$ cat config.mk
export PLATFORM = sky130hd
export DESIGN_NAME = uir_channel
export DESIGN_NICKNAME = d
export VERILOG_FILES = /design/src/rtl/uir_pkg.sv /design/src/rtl/uir_channel.sv
export SDC_FILE = /design/constraint.sdc
export NUM_CORES = 1
export LEC_CHECK = 0
export BUFFER_PORTS_ARGS = -buffer_cell sky130_fd_sc_hd__buf_2
export CORE_UTILIZATION = 26
export DETAILED_ROUTE_END_ITERATION = 10
export GPL_TIMING_DRIVEN = 0
export SYNTH_ARGS = -nofsm -noshare
export SYNTH_HDL_FRONTEND = slang
export SYNTH_SLANG_ARGS = --single-unit
$ cat constraint.sdc
create_clock -name clk_i -period 3.8 [get_ports clk_i]
set_input_delay 0.57 -clock clk_i [delete_from_list [all_inputs] [get_ports clk_i]]
set_output_delay 0.57 -clock clk_i [all_outputs]
set_load 0.005 [all_outputs]
$ cat src/rtl/uir_pkg.sv
/*
  Package for one UART channel's optical codec, loopback and register decode.
  Assumes a 32-bit AHB-Lite bus and a 16x sampling enable from a baud generator outside.
*/
package uir_pkg;
  // Register indices; byte address is four times the index
  localparam logic [3:0] uir_idx_data = 4'h0;
  localparam logic [3:0] uir_idx_int_enable = 4'h1;
  localparam logic [3:0] uir_idx_int_status = 4'h2;
  localparam logic [3:0] uir_idx_line_format = 4'h3;
  localparam logic [3:0] uir_idx_modem_control = 4'h4;
  localparam logic [3:0] uir_idx_line_state = 4'h5;
  localparam logic [3:0] uir_idx_modem_state = 4'h6;
  localparam logic [3:0] uir_idx_scratch = 4'h7;
  localparam logic [3:0] uir_idx_feature = 4'h8;
  localparam logic [3:0] uir_idx_enhanced = 4'h9;
  localparam logic [3:0] uir_idx_txc = 4'ha;
  localparam logic [3:0] uir_idx_rxc = 4'hb;
  localparam logic [3:0] uir_idx_xoff1 = 4'hc;
  localparam logic [3:0] uir_idx_xoff2 = 4'hd;
  localparam logic [3:0] uir_idx_xon1 = 4'he;
  localparam logic [3:0] uir_idx_xon2 = 4'hf;
  // Field positions
  localparam int uir_format_divisor_bit = 7;
  localparam int uir_modem_dtr_bit = 0;
  localparam int uir_modem_rts_bit = 1;
  localparam int uir_modem_loop_bit = 4;
  localparam int uir_modem_optical_bit = 6;
  localparam int uir_fraction_fast_bit = 4;
  localparam int uir_feature_invert_bit = 4;
  localparam int uir_enhanced_enable_bit = 4;
  // Reset values
  localparam logic [7:0] uir_reg_reset = 8'h00;
  // Last sampling tick of a bit and pulse widths in ticks
  localparam logic [3:0] uir_ticks_last = 4'hf;
  localparam logic [3:0] uir_pulse_std = 4'h3;
  localparam logic [3:0] uir_pulse_fast = 4'h4;

  typedef struct packed {
    logic [3:0] idx;
    logic write;
  } uir_req_type;
endpackage : uir_pkg

$ cat src/rtl/uir_channel.sv
/*
  One UART channel: AHB-Lite register slave, optical pulse codec, internal loopback.
  Assumes tick16_i pulses 16 times per bit; tx_bit_i/tx_busy_i come from a shift register outside,
  rx_bit_o feeds the receive shifter outside, and the status bytes are supplied by the channel core.
*/
`timescale 1ns/100ps
`default_nettype none
module uir_channel (
  // Clock and reset
  input wire logic clk_i,
  input wire logic reset_i,
  input wire logic enable_i,
  // AHB-Lite slave
  input wire logic hsel_i,
  input wire logic [31:0] haddr_i,
  input wire logic [1:0] htrans_i,
  input wire logic hwrite_i,
  input wire logic [2:0] hsize_i,
  input wire logic [31:0] hwdata_i,
  input wire logic hready_i,
  output logic [31:0] hrdata_o,
  output logic hreadyout_o,
  output logic hresp_o,
  // Channel core
  input wire logic tick16_i,
  input wire logic tx_bit_i,
  input wire logic tx_busy_i,
  input wire logic [7:0] rx_data_i,
  input wire logic [7:0] int_status_i,
  input wire logic [7:0] line_state_i,
  input wire logic [7:0] modem_state_i,
  input wire logic [7:0] tx_count_i,
  input wire logic [7:0] rx_count_i,
  input wire logic [7:0] flow_flags_i,
  output logic rx_bit_o,
  output logic rx_read_o,
  output logic tx_load_o,
  output logic queue_write_o,
  output logic [7:0] wdata_o,
  // Pins
  input wire logic optical_startup_pin_i,
  input wire logic rx_pin_i,
  input wire logic [3:0] modem_pins_n_i,
  output logic tx_pin_o,
  output logic rts_n_o,
  output logic dtr_n_o,
  output logic [3:0] modem_in_n_o
);
  import uir_pkg::*;

  logic [7:0] div_low, div_high, baud_fraction, int_enable, line_format, modem_control;
  logic [7:0] scratch_byte, feature_control, enhanced_function;
  logic [7:0] turn_delay, tx_trigger, rx_trigger, xoff1, xoff2, xon1, xon2;
  uir_req_type req;
  logic req_valid;
  logic startup_seen;

  // Address phase capture
  wire addr_ok = hsel_i && hready_i && htrans_i[1];
  wire [3:0] idx = haddr_i[5:2];
  wire dlab = line_format[uir_format_divisor_bit];
  wire wr = req_valid && req.write && enable_i;
  wire rd_take = addr_ok && !hwrite_i && enable_i;
  wire [7:0] wb = hwdata_i[7:0];
  wire ir_on = modem_control[uir_modem_optical_bit];
  wire loop_on = modem_control[uir_modem_loop_bit];

  function automatic logic hit(input logic [3:0] a, input logic [3:0] b);
    hit = (a == b);
  endfunction : hit

  // Read mux
  logic [7:0] rmux;
  always_comb begin
    case (idx)
      uir_idx_data: rmux = dlab ? div_low : rx_data_i;
      uir_idx_int_enable: rmux = dlab ? div_high : int_enable;
      uir_idx_int_status: rmux = dlab ? baud_fraction : int_status_i;
      uir_idx_line_format: rmux = line_format;
      uir_idx_modem_control: rmux = modem_control;
      uir_idx_line_state: rmux = line_state_i;
      uir_idx_modem_state: rmux = modem_state_i;
      uir_idx_scratch: rmux = scratch_byte;
      uir_idx_feature: rmux = feature_control;
      uir_idx_enhanced: rmux = enhanced_function;
      uir_idx_txc: rmux = tx_count_i;
      uir_idx_rxc: rmux = rx_count_i;
      uir_idx_xoff1: rmux = flow_flags_i;
      default: rmux = 8'h00;
    endcase
  end

  always_ff @(posedge clk_i or posedge reset_i) begin
    if (reset_i) begin
      req_valid <= 1'b0;
      req <= '0;
      hrdata_o <= 32'h0000_0000;
      rx_read_o <= 1'b0;
    end else if (enable_i) begin
      req_valid <= addr_ok;
      req.idx <= idx;
      req.write <= hwrite_i;
      rx_read_o <= rd_take && hit(idx, uir_idx_data) && !dlab;
      if (rd_take) begin
        hrdata_o <= {24'h00_0000, rmux};
      end
    end
  end

  // Register writes in data phase
  always_ff @(posedge clk_i or posedge reset_i) begin
    if (reset_i) begin
      {div_low, div_high, baud_fraction, int_enable} <= {4{uir_reg_reset}};
      {line_format, scratch_byte, feature_control, enhanced_function} <= {4{uir_reg_reset}};
      {turn_delay, tx_trigger, rx_trigger, xoff1, xoff2, xon1, xon2} <= {7{uir_reg_reset}};
      tx_load_o <= 1'b0;
      queue_write_o <= 1'b0;
      wdata_o <= 8'h00;
    end else if (enable_i) begin
      tx_load_o <= wr && hit(req.idx, uir_idx_data) && !dlab;
      queue_write_o <= wr && hit(req.idx, uir_idx_int_status) && !dlab;
      if (wr) begin
        wdata_o <= wb;
        case (req.idx)
          uir_idx_data: if (dlab) div_low <= wb;
          uir_idx_int_enable: if (dlab) div_high <= wb; else int_enable <= wb;
          uir_idx_int_status: if (dlab) baud_fraction <= wb;
          uir_idx_line_format: line_format <= wb;
          uir_idx_modem_state: if (enhanced_function[uir_enhanced_enable_bit]) turn_delay <= wb;
          uir_idx_scratch: scratch_byte <= wb;
          uir_idx_feature: feature_control <= wb;
          uir_idx_enhanced: enhanced_function <= wb;
          uir_idx_txc: tx_trigger <= wb;
          uir_idx_rxc: rx_trigger <= wb;
          uir_idx_xoff1: xoff1 <= wb;
          uir_idx_xoff2: xoff2 <= wb;
          uir_idx_xon1: xon1 <= wb;
          uir_idx_xon2: xon2 <= wb;
          default: ;
        endcase
      end
    end
  end

  // Modem control with startup pin caught after reset release
  always_ff @(posedge clk_i or posedge reset_i) begin
    if (reset_i) begin
      modem_control <= uir_reg_reset;
      startup_seen <= 1'b0;
    end else if (enable_i) begin
      if (!startup_seen) begin
        startup_seen <= 1'b1;
        modem_control[uir_modem_optical_bit] <= optical_startup_pin_i;
      end
      if (wr && hit(req.idx, uir_idx_modem_control)) begin
        modem_control <= wb;
      end
    end
  end

  // Encoder: pulse for zero bits, phase from sampling ticks
  logic [3:0] tx_phase;
  wire [3:0] pulse_len = baud_fraction[uir_fraction_fast_bit] ? uir_pulse_fast : uir_pulse_std;
  wire enc_out = !tx_bit_i && tx_busy_i && (tx_phase < pulse_len);
  wire tx_line = ir_on ? enc_out : tx_bit_i;
  always_ff @(posedge clk_i or posedge reset_i) begin
    if (reset_i) begin
      tx_phase <= 4'h0;
    end else if (enable_i) begin
      if (!tx_busy_i) begin
        tx_phase <= 4'h0;
      end else if (tick16_i) begin
        tx_phase <= tx_phase + 4'h1;
      end
    end
  end

  // Decoder: any pulse sample within a bit returns zero, except while tx_busy_i blanks the receiver
  wire rx_in = rx_pin_i ^ feature_control[uir_feature_invert_bit];
  logic [3:0] rx_phase;
  logic rx_seen, rx_active, dec_bit;
  wire rx_gate = rx_in && !tx_busy_i;
  always_ff @(posedge clk_i or posedge reset_i) begin
    if (reset_i) begin
      rx_phase <= 4'h0;
      rx_seen <= 1'b0;
      rx_active <= 1'b0;
      dec_bit <= 1'b1;
    end else if (enable_i) begin
      // Zero shows from the pulse to the end of its bit, so mid-bit sampling sees it
      if (!rx_active) begin
        if (rx_gate) begin
          rx_active <= 1'b1;
          rx_phase <= 4'h0;
          rx_seen <= 1'b1;
          dec_bit <= 1'b0;
        end
      end else if (tick16_i && rx_phase == uir_ticks_last) begin
        rx_phase <= 4'h0;
        rx_seen <= rx_gate;
        dec_bit <= !rx_gate;
        rx_active <= rx_seen || rx_gate;
      end else begin
        if (tick16_i) begin
          rx_phase <= rx_phase + 4'h1;
        end
        if (rx_gate) begin
          rx_seen <= 1'b1;
          dec_bit <= 1'b0;
        end
      end
    end
  end

  // Output pins and loopback routing
  always_ff @(posedge clk_i or posedge reset_i) begin
    if (reset_i) begin
      tx_pin_o <= 1'b1;
      rts_n_o <= 1'b1;
      dtr_n_o <= 1'b1;
      rx_bit_o <= 1'b1;
      modem_in_n_o <= 4'hf;
      hreadyout_o <= 1'b1;
      hresp_o <= 1'b0;
    end else if (enable_i) begin
      hreadyout_o <= 1'b1;
      hresp_o <= 1'b0;
      if (loop_on) begin
        tx_pin_o <= !ir_on;
        rts_n_o <= 1'b1;
        dtr_n_o <= 1'b1;
        rx_bit_o <= tx_bit_i;
        modem_in_n_o <= {~modem_control[uir_modem_rts_bit], ~modem_control[uir_modem_dtr_bit], 2'b11};
      end else begin
        tx_pin_o <= tx_line;
        rts_n_o <= ~modem_control[uir_modem_rts_bit];
        dtr_n_o <= ~modem_control[uir_modem_dtr_bit];
        rx_bit_o <= ir_on ? (tx_busy_i ? 1'b1 : dec_bit) : rx_pin_i;
        modem_in_n_o <= modem_pins_n_i;
      end
    end
  end
endmodule : uir_channel
`default_nettype wire

==> run summary <==
run status -> complete, no violations
CTS max path bufs -> 2
Worst slew margin -> 0.299
sequential fraction of the synthesis area -> 0.476
ranking of synthesized cells by area -> dfrtp_1 (44%), mux2_2 (14%), mux2i_1 (6.3%)
number of enable-type register cells in the synthesized netlist -> 0
Initial Util -> 0.264
Avg Inst Size Synth -> 10.7 sq um
Finished Layout Cells -> 1051
Worst-path clk slew -> 0.06 ns
hold_ws -> 0.154 ns
drt drc -> 0
Num CTS Buffers -> 17
1st-iter DRT viols -> 484
H-tree Lvls -> 4
Root Buffer -> clkbuf_16
Setup Buffers After CTS -> 0
wire per inst -> 18.8 um
fmax -> 403 MHz
most common cell after layout, fill and taps aside -> buf_2
synthesis-to-finish area growth -> 25.9%
power per cell area -> 463 mW/mm^2
DP Cell Count -> 1019
Final Max Slew Viols -> 0
CP Max Fanout -> 10
worst path required time -> 4.12 ns
most frequent cells in the layout -> buf_2 (116), dfrtp_1 (108), mux2_2 (76)
Total Power Consumption -> 0.00360 W
RSZ-0062 raised after global routing -> false
worst slack, placed -> 0.962 ns
Nets -> 863
leak pwr -> 3.65 nW
share of cells above drive strength 1 -> 0.370
CTS tree -> done
total gr overflow -> 0
Min-Delay Path Class -> in -> async
fraction of synthesis flops using an asynchronous set or reset pin -> 1.00
crit start category -> input pin
Distinct cells, synth -> 59
#FFs+latches synth -> 117
R2R Setup Slk -> 1.60 ns
main flop type after synthesis -> dfrtp_1
Cell Rows -> 56
CTS Sinks -> 117
clock skew -> 0.00898 ns
first-pass GRT wire length -> 29.6 mm
Placeable Area -> 0.0234 sq mm
synthesis warning total -> 0
crit path time final -> 2.48 ns
vias per cell -> 4.76
routed wire length -> 19.8 mm
Antenna Violating Nets Remaining -> 0
worst-margin pin slew -> 1.05 ns
chip width -> 156 um
fin crit share -> 0.654
CP Class -> in -> reg
1st-pass router iterations -> 7
Peak VDD IR -> 0.246 mV
final HPWL from detailed placement -> 14.3 mm
routability cong. -> 0.860
antenna diode instance count -> 0
pin count of the biggest net entering global routing -> 80
chip height -> 156 um
I/O Buffers -> 98
All-Layer GR Usage -> 0.167
I/O Pins -> 193
initial antenna violation count -> 0
area of the mapped netlist -> 0.00618 sq mm
Post-CTS Resized -> 0
top-area cell type share of the netlist area -> 0.438
# setup viols final -> 0
Final Hold Viols -> 0
CTS Hold Bufs -> 0
Max Cap Violations -> 0
Worst-Skew Late Latency -> 0.42 ns
Syn Inst Count -> 577
vias in the first global route -> 4873
biggest area consumer among synthesized cells -> dfrtp_1
crit path capture type -> register
Die Footprint -> 0.0244 sq mm
via count -> 5002
fillers -> 2497
Final Util -> 0.332
Setup WS post-layout -> 1.32 ns
Arr. time, crit path -> 2.81 ns
## report_power, final
part           switching [W]  internal [W]  leakage [nW]
registers          0.0000865       0.00138          1.52
logic               0.000291      0.000240          1.86
clock network       0.000607      0.000996         0.274
total               0.000985       0.00262          3.65
## Yosys cell counts (13+ instances only)
cell type / number
buf_4: 27
o21ai_0: 29
buf_2: 18
a21oi_1: 13
clkbuf_1: 19
mux2_2: 76
mux2i_1: 39
nor2_1: 20
dfrtp_1: 108
nand2_1: 72
## routing by layer
| layer | vias to the layer above | track usage | share of wire |
|---|---|---|---|
| met4 | 0 | 0.0444 | 0.013 |
| met3 | 21 | 0.0400 | 0.073 |
| met2 | 213 | 0.265 | 0.47 |
| met5 | - | 0 | 0 |
| met1 | 2457 | 0.228 | 0.45 |
| li1 | 2311 | - | - |
## worst paths after layout
check                                    to  cells past startpoint               from
min                        baud_fraction[4]                      2            reset_i
max                             hrdata_o[4]                      6           enable_i
max reg2reg                baud_fraction[3]                      4             req[3]
min in group clk_i          modem_in_n_o[1]                      2  modem_pins_n_i[1]
min reg2reg                         dtr_n_o                      1   modem_control[0]
max in group asynchronous        wdata_o[5]                      3            reset_i
## stage by stage
stage / TNS (ns) / area (sq um)
floorplan: 0 / 6270
global placement: -170.12 / 7160
detailed placement: 0 / 7190
CTS: 0 / 7780
global route: 0 / 7780
finish: 0 / 7780
## state kept, by name (all words and copies together), names as in the netlist, 4 cells and up
| name | flops |
|---|---|
| modem_control | 8 |
| int_enable | 8 |
| div_high | 8 |
| feature_control | 8 |
| scratch_byte | 8 |
| div_low | 8 |
| tx_phase | 4 |
| hrdata_o | 8 |
| wdata_o | 8 |
| modem_in_n_o | 4 |
| baud_fraction | 8 |
| req | 5 |
| rx_phase | 4 |
| line_format | 8 |
| enhanced_function | 8 |
## worst max-delay path, cell delays in order
cell and delay [ns]:
buf_2 0.11, buf_4 0.18, inv_1 0.13, nor3b_1 0.88, o21ai_0 0.59, o221ai_1 0.34
## cell families after synthesis
logic type | after synthesis | share of synthesized area
and+or+nand+nor | 156 | 0.127
DFF | 117 | 0.476
muxes | 116 | 0.205
AOI/OAI and AO/OA | 106 | 0.115
buffers and inverters | 75 | 0.0656
adders and majority gates | 4 | 0.00810
other | 2 | 0.00122
xor gates and xnor gates | 1 | 0.00142
## cell type report
class	instances	area, sq um	area share
Clock buffer	20	457	0.0587
Clock inverter	12	130	0.0167
Buffer	64	364	0.0468
Inverter	11	46.3	0.00595
Sequential cell	117	2940	0.378
Timing Repair Buffer	99	518	0.0666
Multi-Input combinational cell	409	2920	0.376
Tap cell	319	399	0.0513
No activity file was read; power rests on OpenSTA's default activity.
